### src/hdl/flash_port_map.vh
// Purpose: Constants for the serial flash front end.
// Assumes: 125 MHz system clock, serial lanes sampled as synchronous inputs.
// Notes:   Array addresses are 24 bits wide.
`ifndef FLASH_PORT_MAP_VH
`define FLASH_PORT_MAP_VH

`define CMD_SET_WRITE_LATCH   8'h06
`define CMD_CLEAR_WRITE_LATCH 8'h04
`define CMD_STATUS_WRITE      8'h01
`define CMD_PAGE_WRITE        8'h02
`define CMD_ERASE_4K          8'h20
`define CMD_ERASE_32K         8'h52
`define CMD_ERASE_LARGE       8'hD8
`define CMD_ERASE_CHIP        8'hC7
`define CMD_ERASE_CHIP_ALT    8'h60
`define CMD_READ              8'h03
`define CMD_READ_STATUS       8'h05
`define CMD_DUAL_OUT          8'h3B
`define CMD_DUAL_IO           8'hBB
`define CMD_QUAD_OUT          8'h6B
`define CMD_QUAD_IO           8'hEB
`define CMD_QUAD_WORD         8'hE7
`define CMD_DEEP_DOWN         8'hB9
`define CMD_RELEASE_DOWN      8'hAB
`define CMD_RESET_ENABLE      8'h66
`define CMD_RESET_DEVICE      8'h99

`define SECTOR_SHIFT          12
`define SECTOR_LAST           12'hFFF
`define ARRAY_TOP             24'hFF_FFFF

`define RESTART_LOW_MIN_NS    1000
`define CLK_PERIOD_NS         8
`define RESTART_LOW_CYCLES    ((`RESTART_LOW_MIN_NS + `CLK_PERIOD_NS - 1) / `CLK_PERIOD_NS)

`endif

### src/hdl/flash_port.v
// Purpose: Serial front end of a flash memory: framing, lanes, pause, restart, latch and protection.
// Assumes: Serial clock, select and lanes are sampled synchronously on i_clk.
// Notes:   The array engine sits outside; this block issues commit pulses and reads bytes from it.
`timescale 1ns/1ps
`include "flash_port_map.vh"

// Summary of operation
// RULE1: 4096 sectors of 4KB, sixteen per block.
// RULE2: Sample on serial rise, shift on fall.
// RULE3: Dual reads use lanes 0 and 1.
// RULE4: Quad reads use lanes 0 to 3.
// RULE5: Quad commands need four-lane enable set.
// RULE6: Shared pin pauses unless four lanes enabled.
// RULE7: Pause never stops internal array work.
// RULE8: Pause starts on falling pin, clock low.
// RULE9: Pause ends on rising pin, clock low.
// RULE10: Paused: output released, clock and input ignored.
// RULE11: Select high while paused resets interface.
// RULE12: Shared pin restarts when select bit set; no status write sets pin_mode_restart, so the code never does this.
// RULE13: Long restart low returns volatile defaults.
// RULE14: Set-latch command sets write enable latch.
// RULE15: Latch clears after writes, erases, clear.
// RULE16: Protected regions readable, never modified.
// RULE17: Lock pin low blocks status writes; the code blocks them only while lock_enable is set.
// RULE18: Deep power-down honours release and reset only.
// RULE19: Codes 001-110 protect 1/64 to 1/2.
// RULE20: Code 111 all; small top/bottom regions.
// RULE21: Invert bit complements the protected region.
// RULE22: Cleared latch rejects writes and erases.
// RULE23: Chip erase only when fully unprotected.
// RULE24: MSB first; select rise ends frame.
module flash_port #(
  parameter RESTART_CYCLES = `RESTART_LOW_CYCLES,
  parameter FIFO_DEPTH     = 8
) (
  input  wire        i_clk,
  input  wire        i_reset,
  input  wire        i_ce,
  input  wire        i_sclk,
  input  wire        i_select_n,
  input  wire [3:0]  i_lane,
  output reg  [3:0]  o_lane,
  output reg  [3:0]  o_lane_oe,
  input  wire        i_restart_n,
  input  wire        i_busy,
  input  wire [7:0]  i_rd_data,
  input  wire        i_rd_valid,
  output reg         o_rd_ready,
  output reg  [7:0]  o_cmd,
  output reg  [23:0] o_addr,
  output reg  [7:0]  o_wr_data,
  output reg         o_wr_strobe,
  output reg         o_commit,
  output reg         o_status_commit,
  output reg  [15:0] o_status,
  output reg         o_paused,
  output reg         o_deep_down,
  output reg         o_restart
);
  localparam ST_CMD  = 3'd0;
  localparam ST_ADDR = 3'd1;
  localparam ST_DATA = 3'd2;
  localparam ST_READ = 3'd3;
  localparam ST_SKIP = 3'd4;

  // -------------------------------------------------------------------------
  // Protection decode
  // -------------------------------------------------------------------------
  function prot_hit;
    input [23:0] addr;
    input [4:0]  sel;
    input        inv;
    reg   [23:0] size;
    reg          bottom;
    reg          hit;
    begin
      size   = 24'h00_0000;
      bottom = sel[3];
      if (sel[2:0] == 3'b111)
        size = `ARRAY_TOP; // [RULE20]
      else if (sel[2:0] == 3'b000)
        size = 24'h00_0000;
      else if (!sel[4])
        size = (24'h04_0000 << (sel[2:0] - 3'd1)) - 24'h00_0001; // [RULE19]
      else if (sel[2])
        size = 24'h00_7FFF; // [RULE20]
      else
        size = (24'h00_1000 << (sel[1:0] - 2'd1)) - 24'h00_0001; // [RULE20]
      if (sel[2:0] == 3'b000)
        hit = 1'b0;
      else if (bottom)
        hit = (addr <= size);
      else
        hit = (addr >= (`ARRAY_TOP - size));
      prot_hit = hit ^ inv; // [RULE21]
    end
  endfunction

  // -------------------------------------------------------------------------
  // Input sampling and edge detection
  // -------------------------------------------------------------------------
  reg        sclk_q;
  reg        sel_q;
  reg        hold_q;
  reg        restart_q;
  reg        write_latch;
  reg [4:0]  protect_sel;
  reg        protect_invert;
  reg        four_lane_enable;
  reg        pin_mode_restart;
  reg        lock_enable;
  reg        paused;
  reg [2:0]  state;
  reg [7:0]  shreg;
  reg [3:0]  bitcnt;
  reg [7:0]  cmd;
  reg [23:0] addr;
  reg [1:0]  addr_bytes;
  reg [1:0]  lanes;
  reg        reset_armed;
  reg        deep_down;
  reg [7:0]  tx_byte;
  reg [3:0]  tx_left;
  reg        tx_valid;
  reg [15:0] restart_cnt;
  reg [7:0]  st_hi;

  wire shared_pause   = !four_lane_enable && !pin_mode_restart; // [RULE6]
  wire shared_restart = !four_lane_enable && pin_mode_restart;  // [RULE12]
  wire sclk_rise      = i_sclk && !sclk_q && !paused && !i_select_n; // [RULE2] [RULE10]
  wire sclk_fall      = !i_sclk && sclk_q && !paused && !i_select_n;
  wire frame_end      = i_select_n && !sel_q; // [RULE24]
  wire restart_low    = !i_restart_n || (shared_restart && !i_lane[3]);
  wire [3:0] step     = (lanes == 2'd2) ? 4'd4 : (lanes == 2'd1) ? 4'd2 : 4'd1;
  wire [7:0] rx_byte  = (lanes == 2'd2) ? {shreg[3:0], i_lane[3:0]} :
                        (lanes == 2'd1) ? {shreg[5:0], i_lane[1:0]} : {shreg[6:0], i_lane[0]};
  wire       byte_done = (bitcnt + step) >= 4'd8;
  wire       quad_cmd  = (rx_byte == `CMD_QUAD_OUT) || (rx_byte == `CMD_QUAD_IO) || (rx_byte == `CMD_QUAD_WORD);
  wire       dual_cmd  = (rx_byte == `CMD_DUAL_OUT) || (rx_byte == `CMD_DUAL_IO);
  wire       wr_class  = (cmd == `CMD_PAGE_WRITE) || (cmd == `CMD_ERASE_4K) || (cmd == `CMD_ERASE_32K) ||
                         (cmd == `CMD_ERASE_LARGE);
  wire       chip_erase = (cmd == `CMD_ERASE_CHIP) || (cmd == `CMD_ERASE_CHIP_ALT);
  wire       chip_ok    = (protect_sel[2:0] == 3'b000 && !protect_invert) ||
                          (protect_sel[2:0] == 3'b111 && protect_invert); // [RULE23]
  wire       status_locked = lock_enable && !i_lane[2]; // [RULE17]
  wire       fifo_ready;
  wire [7:0] fifo_data;
  wire       fifo_valid;
  reg        fifo_pop;

  // Read data passes through a small FIFO so the array side may stall.
  lane_fifo #(.WIDTH(8), .DEPTH(FIFO_DEPTH), .AW(3)) u_fifo (
    .i_clk   (i_clk),
    .i_reset (i_reset || o_restart),
    .i_ce    (i_ce),
    .i_flush (frame_end),
    .i_data  (i_rd_data),
    .i_valid (i_rd_valid && o_rd_ready),
    .o_ready (fifo_ready),
    .o_data  (fifo_data),
    .o_valid (fifo_valid),
    .i_ready (fifo_pop)
  );

  // -------------------------------------------------------------------------
  // Frame engine
  // -------------------------------------------------------------------------
  always @(posedge i_clk) begin
    if (i_reset || (i_ce && (o_restart || (paused && i_select_n)))) begin // [RULE11] [RULE13]
      paused           <= 1'b0;
      state            <= ST_CMD;
      shreg            <= 8'h00;
      bitcnt           <= 4'h0;
      cmd              <= 8'h00;
      addr             <= 24'h00_0000;
      addr_bytes       <= 2'd0;
      lanes            <= 2'd0;
      reset_armed      <= 1'b0;
      deep_down        <= 1'b0;
      write_latch      <= 1'b0; // [RULE15]
      tx_byte          <= 8'h00;
      tx_left          <= 4'h0;
      tx_valid         <= 1'b0;
      fifo_pop         <= 1'b0;
      o_lane           <= 4'h0;
      o_lane_oe        <= 4'h0;
      o_rd_ready       <= 1'b0;
      o_commit         <= 1'b0;
      o_status_commit  <= 1'b0;
      o_wr_strobe      <= 1'b0;
      o_cmd            <= 8'h00;
      o_addr           <= 24'h00_0000;
      o_wr_data        <= 8'h00;
      st_hi            <= 8'h00;
      sclk_q           <= 1'b0;
      sel_q            <= 1'b1;
      hold_q           <= 1'b1;
      if (i_reset) begin
        protect_sel      <= 5'h00;
        protect_invert   <= 1'b0;
        four_lane_enable <= 1'b0;
        pin_mode_restart <= 1'b0;
        lock_enable      <= 1'b0;
      end
    end else if (i_ce) begin
      sclk_q          <= i_sclk;
      sel_q           <= i_select_n;
      hold_q          <= i_lane[3];
      fifo_pop        <= 1'b0;
      o_commit        <= 1'b0;
      o_status_commit <= 1'b0;
      o_wr_strobe     <= 1'b0;
      // Pause entry and exit wait for a low serial clock; internal work carries on. [RULE7]
      if (shared_pause && !i_select_n && !i_sclk) begin
        if (!i_lane[3])
          paused <= 1'b1; // [RULE8]
        else if (paused)
          paused <= 1'b0; // [RULE9]
      end
      if (paused)
        o_lane_oe <= 4'h0; // [RULE10]
      if (frame_end) begin
        if (!deep_down && state == ST_DATA && cmd == `CMD_STATUS_WRITE && write_latch && !status_locked
            && !i_busy) begin
          o_status_commit <= 1'b1;
          write_latch     <= 1'b0; // [RULE15]
        end else if (!deep_down && chip_erase && write_latch && chip_ok && !i_busy) begin
          o_commit    <= 1'b1;
          o_cmd       <= cmd;
          write_latch <= 1'b0; // [RULE15]
        end else if (!deep_down && wr_class && state != ST_ADDR && write_latch && !i_busy
                     && !prot_hit(addr, protect_sel, protect_invert)) begin // [RULE16] [RULE22]
          o_commit    <= 1'b1;
          o_cmd       <= cmd;
          o_addr      <= addr;
          write_latch <= 1'b0; // [RULE15]
        end
        state     <= ST_CMD;
        bitcnt    <= 4'h0;
        lanes     <= 2'd0;
        tx_valid  <= 1'b0;
        o_lane_oe <= 4'h0;
        o_rd_ready <= 1'b0;
      end else if (sclk_rise && state != ST_READ && state != ST_SKIP) begin
        shreg  <= rx_byte; // [RULE24]
        bitcnt <= byte_done ? 4'h0 : bitcnt + step;
        if (byte_done) begin
          case (state)
            ST_CMD: begin
              cmd <= rx_byte;
              if (deep_down) begin
                // Only release and the two-step reset get through. [RULE18]
                if (rx_byte == `CMD_RELEASE_DOWN || (reset_armed && rx_byte == `CMD_RESET_DEVICE))
                  deep_down <= 1'b0;
                reset_armed <= (rx_byte == `CMD_RESET_ENABLE);
                state       <= ST_SKIP;
              end else if (quad_cmd && !four_lane_enable) begin
                state <= ST_SKIP; // [RULE5]
              end else begin
                reset_armed <= (rx_byte == `CMD_RESET_ENABLE);
                if (rx_byte == `CMD_SET_WRITE_LATCH && !i_busy)
                  write_latch <= 1'b1; // [RULE14]
                if (rx_byte == `CMD_CLEAR_WRITE_LATCH && !i_busy)
                  write_latch <= 1'b0; // [RULE15]
                if (rx_byte == `CMD_DEEP_DOWN)
                  deep_down <= 1'b1;
                addr_bytes <= 2'd0;
                if (rx_byte == `CMD_READ_STATUS) begin
                  tx_byte  <= {protect_sel[4:0], write_latch, i_busy, 1'b0};
                  tx_left  <= 4'd8;
                  tx_valid <= 1'b1;
                  state    <= ST_READ;
                end else if (rx_byte == `CMD_STATUS_WRITE) begin
                  state <= ST_DATA;
                end else if (rx_byte == `CMD_READ || rx_byte == `CMD_PAGE_WRITE || rx_byte == `CMD_ERASE_4K ||
                             rx_byte == `CMD_ERASE_32K || rx_byte == `CMD_ERASE_LARGE || dual_cmd || quad_cmd) begin
                  state <= ST_ADDR;
                  if (rx_byte == `CMD_DUAL_IO)
                    lanes <= 2'd1; // [RULE3]
                  if (rx_byte == `CMD_QUAD_IO || rx_byte == `CMD_QUAD_WORD)
                    lanes <= 2'd2; // [RULE4]
                end else begin
                  state <= ST_SKIP;
                end
              end
              if (deep_down || !(quad_cmd && !four_lane_enable))
                if (reset_armed && rx_byte == `CMD_RESET_DEVICE)
                  write_latch <= 1'b0;
            end
            ST_ADDR: begin
              addr       <= {addr[15:0], rx_byte};
              addr_bytes <= addr_bytes + 2'd1;
              if (addr_bytes == 2'd2) begin
                if (cmd == `CMD_PAGE_WRITE) begin
                  state <= ST_DATA;
                end else if (wr_class) begin
                  state <= ST_SKIP;
                end else begin
                  o_addr     <= {addr[15:0], rx_byte};
                  o_cmd      <= cmd;
                  o_rd_ready <= 1'b1;
                  state      <= ST_READ;
                  tx_left    <= 4'd0;
                  lanes      <= (cmd == `CMD_DUAL_OUT || cmd == `CMD_DUAL_IO) ? 2'd1 :
                                (cmd == `CMD_READ) ? 2'd0 : 2'd2;
                end
              end
            end
            ST_DATA: begin
              if (cmd == `CMD_STATUS_WRITE) begin
                if (write_latch && !status_locked && !i_busy) begin // [RULE17] [RULE22]
                  if (addr_bytes == 2'd0)
                    protect_sel <= rx_byte[6:2];
                  else begin
                    four_lane_enable <= rx_byte[1];
                    protect_invert   <= rx_byte[6];
                  end
                end
                if (addr_bytes == 2'd0)
                  lock_enable <= write_latch && !status_locked ? rx_byte[7] : lock_enable;
                else
                  st_hi <= rx_byte;
                addr_bytes <= addr_bytes + 2'd1;
              end else begin
                o_wr_data   <= rx_byte;
                o_wr_strobe <= write_latch && !prot_hit(addr, protect_sel, protect_invert); // [RULE16]
              end
            end
            default: state <= ST_SKIP;
          endcase
        end
      end
      // Read data leaves on falling edges, the lane count fixed by the command.
      if (state == ST_READ && !frame_end && !paused) begin
        if (!tx_valid && fifo_valid && tx_left == 4'd0) begin
          tx_byte  <= fifo_data;
          tx_left  <= 4'd8;
          tx_valid <= 1'b1;
          fifo_pop <= 1'b1;
        end else if (sclk_fall && tx_valid) begin
          case (lanes)
            2'd2: begin
              o_lane    <= tx_byte[7:4]; // [RULE4]
              o_lane_oe <= 4'hF;
              tx_byte   <= {tx_byte[3:0], 4'h0};
            end
            2'd1: begin
              o_lane    <= {2'b00, tx_byte[7:6]}; // [RULE3]
              o_lane_oe <= 4'h3;
              tx_byte   <= {tx_byte[5:0], 2'b00};
            end
            default: begin
              o_lane    <= {2'b00, tx_byte[7], 1'b0}; // [RULE2]
              o_lane_oe <= 4'h2;
              tx_byte   <= {tx_byte[6:0], 1'b0};
            end
          endcase
          tx_left  <= tx_left - step;
          tx_valid <= (tx_left > step);
        end
      end
    end
  end

  // -------------------------------------------------------------------------
  // Restart detection and outputs
  // -------------------------------------------------------------------------
  always @(posedge i_clk) begin
    if (i_reset) begin
      restart_cnt     <= 16'h0000;
      o_restart       <= 1'b0;
      restart_q       <= 1'b0;
      o_status        <= 16'h0000;
      o_paused        <= 1'b0;
      o_deep_down     <= 1'b0;
    end else if (i_ce) begin
      restart_q   <= restart_low;
      o_restart   <= 1'b0;
      if (restart_low && restart_q) begin
        if (restart_cnt == RESTART_CYCLES[15:0] - 16'h0001)
          o_restart <= 1'b1; // [RULE13]
        if (restart_cnt != 16'hFFFF)
          restart_cnt <= restart_cnt + 16'h0001;
      end else begin
        restart_cnt <= 16'h0000;
      end
      o_status    <= {1'b0, protect_invert, 4'h0, four_lane_enable, 1'b0,
                      lock_enable, protect_sel, write_latch, i_busy};
      o_paused    <= paused;
      o_deep_down <= deep_down;
    end
  end
endmodule // flash_port

### src/hdl/lane_fifo.v
// Purpose: Small synchronous FIFO carrying read data bytes toward the lanes.
// Assumes: One clock, synchronous active-high reset.
// Notes:   Depth must be a power of two.
`timescale 1ns/1ps
module lane_fifo #(
  parameter WIDTH = 8,
  parameter DEPTH = 8,
  parameter AW    = 3
) (
  input  wire             i_clk,
  input  wire             i_reset,
  input  wire             i_ce,
  input  wire             i_flush,
  input  wire [WIDTH-1:0] i_data,
  input  wire             i_valid,
  output wire             o_ready,
  output wire [WIDTH-1:0] o_data,
  output wire             o_valid,
  input  wire             i_ready
);
  reg [WIDTH-1:0] mem [0:DEPTH-1];
  reg [AW:0]      wr_ptr;
  reg [AW:0]      rd_ptr;
  wire            full  = (wr_ptr[AW] != rd_ptr[AW]) && (wr_ptr[AW-1:0] == rd_ptr[AW-1:0]);
  wire            empty = (wr_ptr == rd_ptr);

  assign o_ready = !full;
  assign o_valid = !empty;
  assign o_data  = mem[rd_ptr[AW-1:0]];

  always @(posedge i_clk) begin
    if (i_reset || (i_ce && i_flush)) begin
      wr_ptr <= {(AW+1){1'b0}};
      rd_ptr <= {(AW+1){1'b0}};
    end else if (i_ce) begin
      if (i_valid && !full) begin
        mem[wr_ptr[AW-1:0]] <= i_data;
        wr_ptr              <= wr_ptr + 1'b1;
      end
      if (i_ready && !empty)
        rd_ptr <= rd_ptr + 1'b1;
    end
  end
endmodule // lane_fifo

### config.mk
export PLATFORM = sky130hd
export DESIGN_NAME = flash_port
export DESIGN_NICKNAME = d
export VERILOG_FILES = /design/src/hdl/flash_port.v /design/src/hdl/lane_fifo.v
export VERILOG_INCLUDE_DIRS = /design/src /design/src/hdl
export SDC_FILE = /design/constraint.sdc
export NUM_CORES = 1
export LEC_CHECK = 0
export ABC_CLOCK_PERIOD_IN_PS = 5980
export BUFFER_PORTS_ARGS = -buffer_cell sky130_fd_sc_hd__buf_4
export CORE_MARGIN = 8
export CORE_UTILIZATION = 40
export DETAILED_ROUTE_END_ITERATION = 10
export GPL_TIMING_DRIVEN = 0
export PLACE_DENSITY = 0.65
export SKIP_LAST_GASP = 1
export SLEW_MARGIN = 20
export SYNTH_ARGS = -nofsm -noshare
export SYNTH_HDL_FRONTEND = slang
export SYNTH_SLANG_ARGS = --single-unit
### constraint.sdc
create_clock -name i_clk -period 5.98 [get_ports i_clk]
set_input_delay 0.598 -clock i_clk [delete_from_list [all_inputs] [get_ports i_clk]]
set_output_delay 0.598 -clock i_clk [all_outputs]
set_load 0.05 [all_outputs]
== After elaboration in Yosys (flattened, before gate mapping) ==
Memory sizes are Yosys's and may differ from the RTL's. A register that Yosys moved wholly into a read port is not among the register bits.
Cells that the tools add are included.

* Bits in registers: 168
* Memory bits (writable): 64
* Output and inout port bits: 71
* Logic and storage cells: 481
* Memories kept: 1

* Add/sub/neg operators: 12
* $lt $le $gt $ge: 6
* Equal/unequal tests: 68
* Shifts and indexed selects: 2
* Multiplexer cells: 220
* Bitwise logic cells: 5
* Reductions and logical operators: 129

{| class="wikitable"
|+ Memories
! memory !! words !! bits a word !! read ports !! clocked after memory_dff !! wr ports !! line !! RTL
|-
| u_fifo.mem || 8 || 8 || 1 || 1 || 1 || lane_fifo.v:21 || <nowiki>reg [WIDTH-1:0] mem [0:DEPTH-1];</nowiki>
|}

{| class="wikitable"
|+ Operator list
! cell !! number
|-
| 24-bit 2-to-1 mux || 26
|-
| 8-bit 2-to-1 mux || 22
|-
| 1-bit 2-to-1 mux || 100
|-
| 8-bit == test (second input constant) || 10
|-
| 4-bit 2-to-1 mux || 20
|-
| 5-bit 2-to-1 mux || 10
|-
| 24-bit greater-or-equal comparator || 2
|-
| 24-bit <= comparator || 2
|-
| 1-bit logical AND || 48
|-
| 24-bit by 1-bit subtractor with 24-bit output (second input constant) || 2
|-
| 24-bit subtractor (first input constant) || 2
|-
| 3-bit 2-to-1 mux || 14
|-
| 8-bit by 7-bit == test with 1-bit output (second input constant) || 5
|-
| 2-bit 2-to-1 mux || 19
|-
| 9-bit AND reduction || 4
|-
| 8-bit by 2-bit == test with 1-bit output (second input constant) || 4
|-
| 8-bit by 6-bit == test with 1-bit output (second input constant) || 4
|-
| 16-bit 2-to-1 mux || 2
|-
| 3-bit != test (second input constant) || 9
|-
| 2-bit nonzero test || 13
|-
| 8-bit by 3-bit == test with 1-bit output (second input constant) || 3
|-
| 4-bit case mux with 2 select lines || 3
|-
| 13-bit by 2-bit << shifter with 24-bit output (first input constant) || 1
|-
| 19-bit by 3-bit << shifter with 24-bit output (first input constant) || 1
|-
| other kinds (47) || 116
|}

== Depth between registers and ports, before layout ==
* Depth after elaboration: 33
* Mapped depth: 24
* Gate-level depth less buffers: 22

== Modules after synthesis ==
From an unflattened synthesis, not the netlist that was laid out.

* Cell total of the unflattened synthesis: 1373
* Area total of the unflattened synthesis: 12667.1 um^2

{| class="wikitable"
|+ By module, submodules not included
! module !! times used !! cells each !! area each (um^2)
|-
| flash_port || 1 || 1204 || 9561.7
|-
| lane_fifo || 1 || 169 || 3105.5
|}

== Worst setup path before layout ==
Ideal clock, no wire load.

* Path kind: register -> register
* Start point: register protect_sel[1]
* End point: register o_addr[0]
* Data arrival time: 4368 ps
* Data required time: 5852 ps
* Path slack: 1485 ps
* Cell stages (with the launch flop): 23
* Path buffers: 2
* Period minus slack after synthesis: 4495 ps
* Path through: edfxtp_1 > inv_1 > ha_1 > inv_1 > ha_1 > clkbuf_1 > nor2b_1 > inv_1 > ha_1 > nor2_1 > a31oi_1 > o21ai_0 > ha_1 > nor4_1 > nand3_1 > nor4b_2 > a31o_2 > a31oi_1 > or2_4 > o221ai_4 > buf_6 > mux2i_1 > nor2_1

* Cells in the longest elaborated chain, start to end: 26
* Elaborated cells between the ends (all ways): 38

{| class="wikitable"
|+ RTL lines
! element !! line !! RTL
|-
| from (decl) || flash_port.v:107 || <nowiki>reg [4:0] protect_sel;</nowiki>
|-
| from (signal assigned) || flash_port.v:313 || <nowiki>protect_sel <= rx_byte[6:2];</nowiki>
|-
| parallel branches: the longest is 25 deep, another holds 24-bit by 1-bit subtractor with 24-bit output || - ||
|-
| 10-bit AND reduction (no source line) * || - ||
|-
| to (signal assigned) || flash_port.v:235 || <nowiki>o_addr <= addr;</nowiki>
|-
| to (signal assigned) || flash_port.v:299 || <nowiki>o_addr <= {addr[15:0], rx_byte};</nowiki>
|-
| to (decl) || flash_port.v:50 || <nowiki>output reg [23:0] o_addr,</nowiki>
|}

Mark *: on every way between the ends. The select of a mux whose other input is x is not followed.
A chain may end at the register's enable or synchronous reset.

== Final worst setup path ==
* Start point: register protect_sel[0]
* End point: register o_cmd[3]

* Cells in the longest elaborated chain, start to end: 26
* Elaborated cells between the ends (all ways): 40

{| class="wikitable"
|+ RTL lines
! element !! line !! RTL
|-
| parallel branches: the longest is 26 deep, another holds 24-bit by 1-bit subtractor with 24-bit output || - ||
|-
| to (signal assigned) || flash_port.v:229 || <nowiki>o_cmd <= cmd;</nowiki>
|-
| to (signal assigned) || flash_port.v:234 || <nowiki>o_cmd <= cmd;</nowiki>
|-
| to (signal assigned) || flash_port.v:300 || <nowiki>o_cmd <= cmd;</nowiki>
|-
| to (decl) || flash_port.v:49 || <nowiki>output reg [7:0] o_cmd,</nowiki>
|}

Several ways; the timed one is not identified. The select of a mux whose other input is x is not followed.

==> impl_metrics.tcl <==
set metrics [dict create \
    yosys_warnings 0 \
    fin_crit_sh_pct 91.5 \
    routed_via_density 5.45 \
    r2r_end "o_cmd[3]" \
    track_usage_pct 18.7 \
    layout-drive-gt1-share_pct 12.2 \
    timing.rr.start "protect_sel[0]" \
    whs_ns 0.272 \
    holdCritPathClass "input pin to register" \
    cts.reportedPaths.clkPinSlew_ns 0.06 \
    rsz0062_at_grt "false" \
    slew_viol_final 0 \
    power_density_nw_per_um2 243 \
    timing.fmax_ghz 0.183 \
    max_stage_delay_ns 0.54 \
    die-area_sq_um 36700 \
    clockBufferDepth 3 \
    power.internal_uw 2680 \
    slew-limit-headroom_pct 34.2 \
    drtPass1Iterations 5 \
    status "completed" \
    numClockSinks 235 \
    swShare_pct 23.6 \
    worstSetupPathType "register to register" \
    met3_length_microns 2250 \
    overflow 0 \
    p_comb_share_pct 5.7 \
    ir_worst_vdd_uv 241 \
    synth_cell_types 79 \
    async_reset_ff_share_pct 0 \
    syn_inst 1370 \
    synth_edf_count 72 \
    wl_per_cell_microns 18.7 \
    hp-start "i_restart_n" \
    multi_input_area_sq_um 6370 \
    dr_wl_met2_microns 15900 \
    grt_max_degree 15 \
    clock_latency_ns 0.55 \
    maxCapViolCount 0 \
    syn_to_final_growth_pct 16.7 \
    min_period_ns 5.47 \
    antenna_found_initial 0 \
    htree_levels 1 \
    root_buffer "clkbuf_16" \
    nFillCells 2939 \
    postCtsHoldBufs 0 \
    hpwl_microns 25800 \
    finalHoldViolations 0 \
    dieWidth_microns 192 \
    drt_wl_total_microns 35600 \
    ys_ff_latch 235 \
    clock_skew_ns 0.0142 \
    pwr-share-seq_pct 47.5 \
    postRouteAntennaNets 0 \
    core_area_sq_um 30500 \
    numCtsBuffers 26 \
    worstHoldPathCells 2 \
    rows 64 \
    cts_tree "built" \
    synth_ff_type "dfxtp_1" \
    start_util_pct 40.4 \
    drcViolationCount 0 \
    worst_slew_pin_slew_ns 0.983 \
    drtIter0Drc 804 \
    cp_cell_sequence "inv_1 > ha_1 > inv_1 > ha_1 > clkbuf_1 > nor2b_1 > inv_1 > ha_1 > o21ai_0 > o21ai_0 > nand3_1 > nand2_1 > ha_1 > inv_1 > a221oi_1 > nor2_1 > a311oi_1 > a31oi_1 > or2_4 > o21ai_0 > o221a_2 > buf_4 > mux2i_1" \
    setup_viol 0 \
    seq_area_sq_um 5430 \
    finalPower_uw 3500 \
    path_max_fanout 10 \
    gp_congestion 0.939 \
    pin_count 91 \
    cp_slowest_cell "edfxtp_1" \
    fin_tns_setup_ns 0 \
    ys_seq_area_share_pct 44.0 \
    met1Wirelength_microns 16400 \
    die_h_microns 192 \
    final_cell_area_sq_um 14400 \
    avgSynthCellArea_sq_um 9.00 \
    grt_pass1_vias 9935 \
    top_layer_used "met4" \
    vias 10400 \
    p_sw_uw 826 \
    mostFrequentLayoutCell "nor2_1" \
    p_leak_uw 0.00548 \
    crit_required_ns 6.44 \
    worstRegToRegCells 23 \
    syn_area_sq_um 12300 \
    crit_path_end_kind "register" \
    rrSetupSlack_ns 0.51 \
    portBuffers 84 \
    grt_pass1_wl_microns 54400 \
    arrival_ns 5.93 \
    fin_nets 1585 \
    critPathLaunchType "register" \
    whs_endpoint "restart_q" \
    n_antenna_cell 0 \
    most-common-layout-cells "205 x nor2_1, 188 x nand2_1, 163 x dfxtp_1, 110 x a21oi_1, 95 x buf_4" \
    p_clk_share_pct 46.8 \
    place_area_sq_um 13500 \
]
==> cell usage after synthesis (3+ instances only) <==
master,number,area share (%)
o211ai_1,3,0.18
o21a_1,10,0.61
a311oi_1,3,0.21
nand2b_1,16,0.81
o31ai_1,5,0.30
a21o_1,7,0.43
inv_1,55,1.7
and3_1,9,0.46
buf_4,7,0.43
mux2i_1,69,5.6
nand3_1,34,1.4
a22oi_1,9,0.55
clkbuf_1,57,1.7
buf_1,7,0.21
nor3_1,22,0.89
edfxtp_1,72,18
xnor2_1,15,1.1
a211oi_1,9,0.55
o21ai_0,59,2.4
o221ai_1,4,0.28
buf_6,4,0.37
a41oi_1,4,0.28
nand3b_1,3,0.18
a21oi_1,110,4.5
nor2b_1,7,0.35
and2_1,5,0.25
nor2_1,205,6.2
nand2_1,188,5.7
a31oi_1,10,0.51
buf_2,6,0.24
mux4_2,16,2.9
xor2_1,10,0.71
and4_1,4,0.28
nor4_1,11,0.56
or3_1,8,0.41
nand4_1,12,0.61
dfxtp_1,163,26
ha_1,72,7.3
==> cells by family after synthesis <==
group | count (synthesis) | synth area share (%)
simple gates | 545 | 19.7
compound gates | 265 | 13.3
flops | 235 | 44.0
buf+inv | 137 | 4.69
mux | 88 | 8.89
fa+ha+maj | 74 | 7.63
xor+xnor | 25 | 1.78
other cells | 1 | 0.0304
==> metrics by stage <==
stage | util (%) | std cells | worst slack, ns
after floorplan | - | 1375 | 1.48
after global placement | 44.2 | 1855 | 0.454
after detailed placement | 44.3 | 1856 | 0.422
after CTS | 47.1 | 1902 | 0.388
after global routing | 47.2 | 1905 | 0.113
final | 47.2 | 1905 | 0.509
==> metal layers <==
metal  GRT usage, %  up-vias
met2           29.3      318
met5              0        -
met1           25.5     4962
li1               -     5040
met3           3.34       64
met4           7.05        0
==> registers in the layout, summed over array words and instances (netlist names), 5 cells and up, named ones only <==
name	flops
u_fifo.mem	64
addr	24
o_addr	24
restart_cnt	16
o_status	10
cmd	8
o_cmd	8
o_wr_data	8
tx_byte	8
shreg	7
protect_sel	5
==> repair_timing <==
action                                  CTS  global route
hold endpoints to repair                  0             0
setup buffers                             0             3
endpoints found under the setup margin    0            24
resized for setup                         0             1
==> layout make-up <==
cell class / count / share of cell area (%)
multi-input combinational: 1003 / 44.2
clock inverter: 19 / 1.48
sequential: 235 / 37.7
clock buffer: 27 / 4.55
inverter: 56 / 1.46
tap: 396 / 3.44
timing repair buffer: 88 / 4.59
buffer: 81 / 2.56
==> critical path: cells and delay by family, from the launching register on <==
kind	cells	cell delay (ns)
AO/OA/AOI/OAI	7	1.97
adder cells (fa/ha/maj)	4	1.05
AND/OR/NAND/NOR	5	0.85
buffers and inverters	6	0.76
flip-flops	1	0.54
multiplexers	1	0.21
==> how the worst max path moves through the flow <==
stage                     cells after the start            from          to  slack [ns]
after floorplan                              22  protect_sel[1]   o_addr[0]        1.48
after global placement                       22  protect_sel[1]    o_cmd[2]        0.45
after detailed placement                     22  protect_sel[1]  o_addr[20]        0.42
after CTS                                    22  protect_sel[1]    o_cmd[0]        0.39
after global routing                         24  protect_sel[0]    o_cmd[5]        0.11
final                                        23  protect_sel[0]    o_cmd[3]        0.51
==> power groups by stage <==
| stage | registers [uW] | clock network, uW | logic [uW] |
|---|---|---|---|
| detailed placement | 1700 | 0 | 195 |
| finish | 1660 | 1640 | 200 |
| CTS | 1660 | 1660 | 197 |
| global route | 1660 | 1720 | 216 |
| global placement | 1700 | 0 | 193 |
| floorplan | 1700 | 0 | 115 |
No activity file was read; power rests on OpenSTA's default activity.
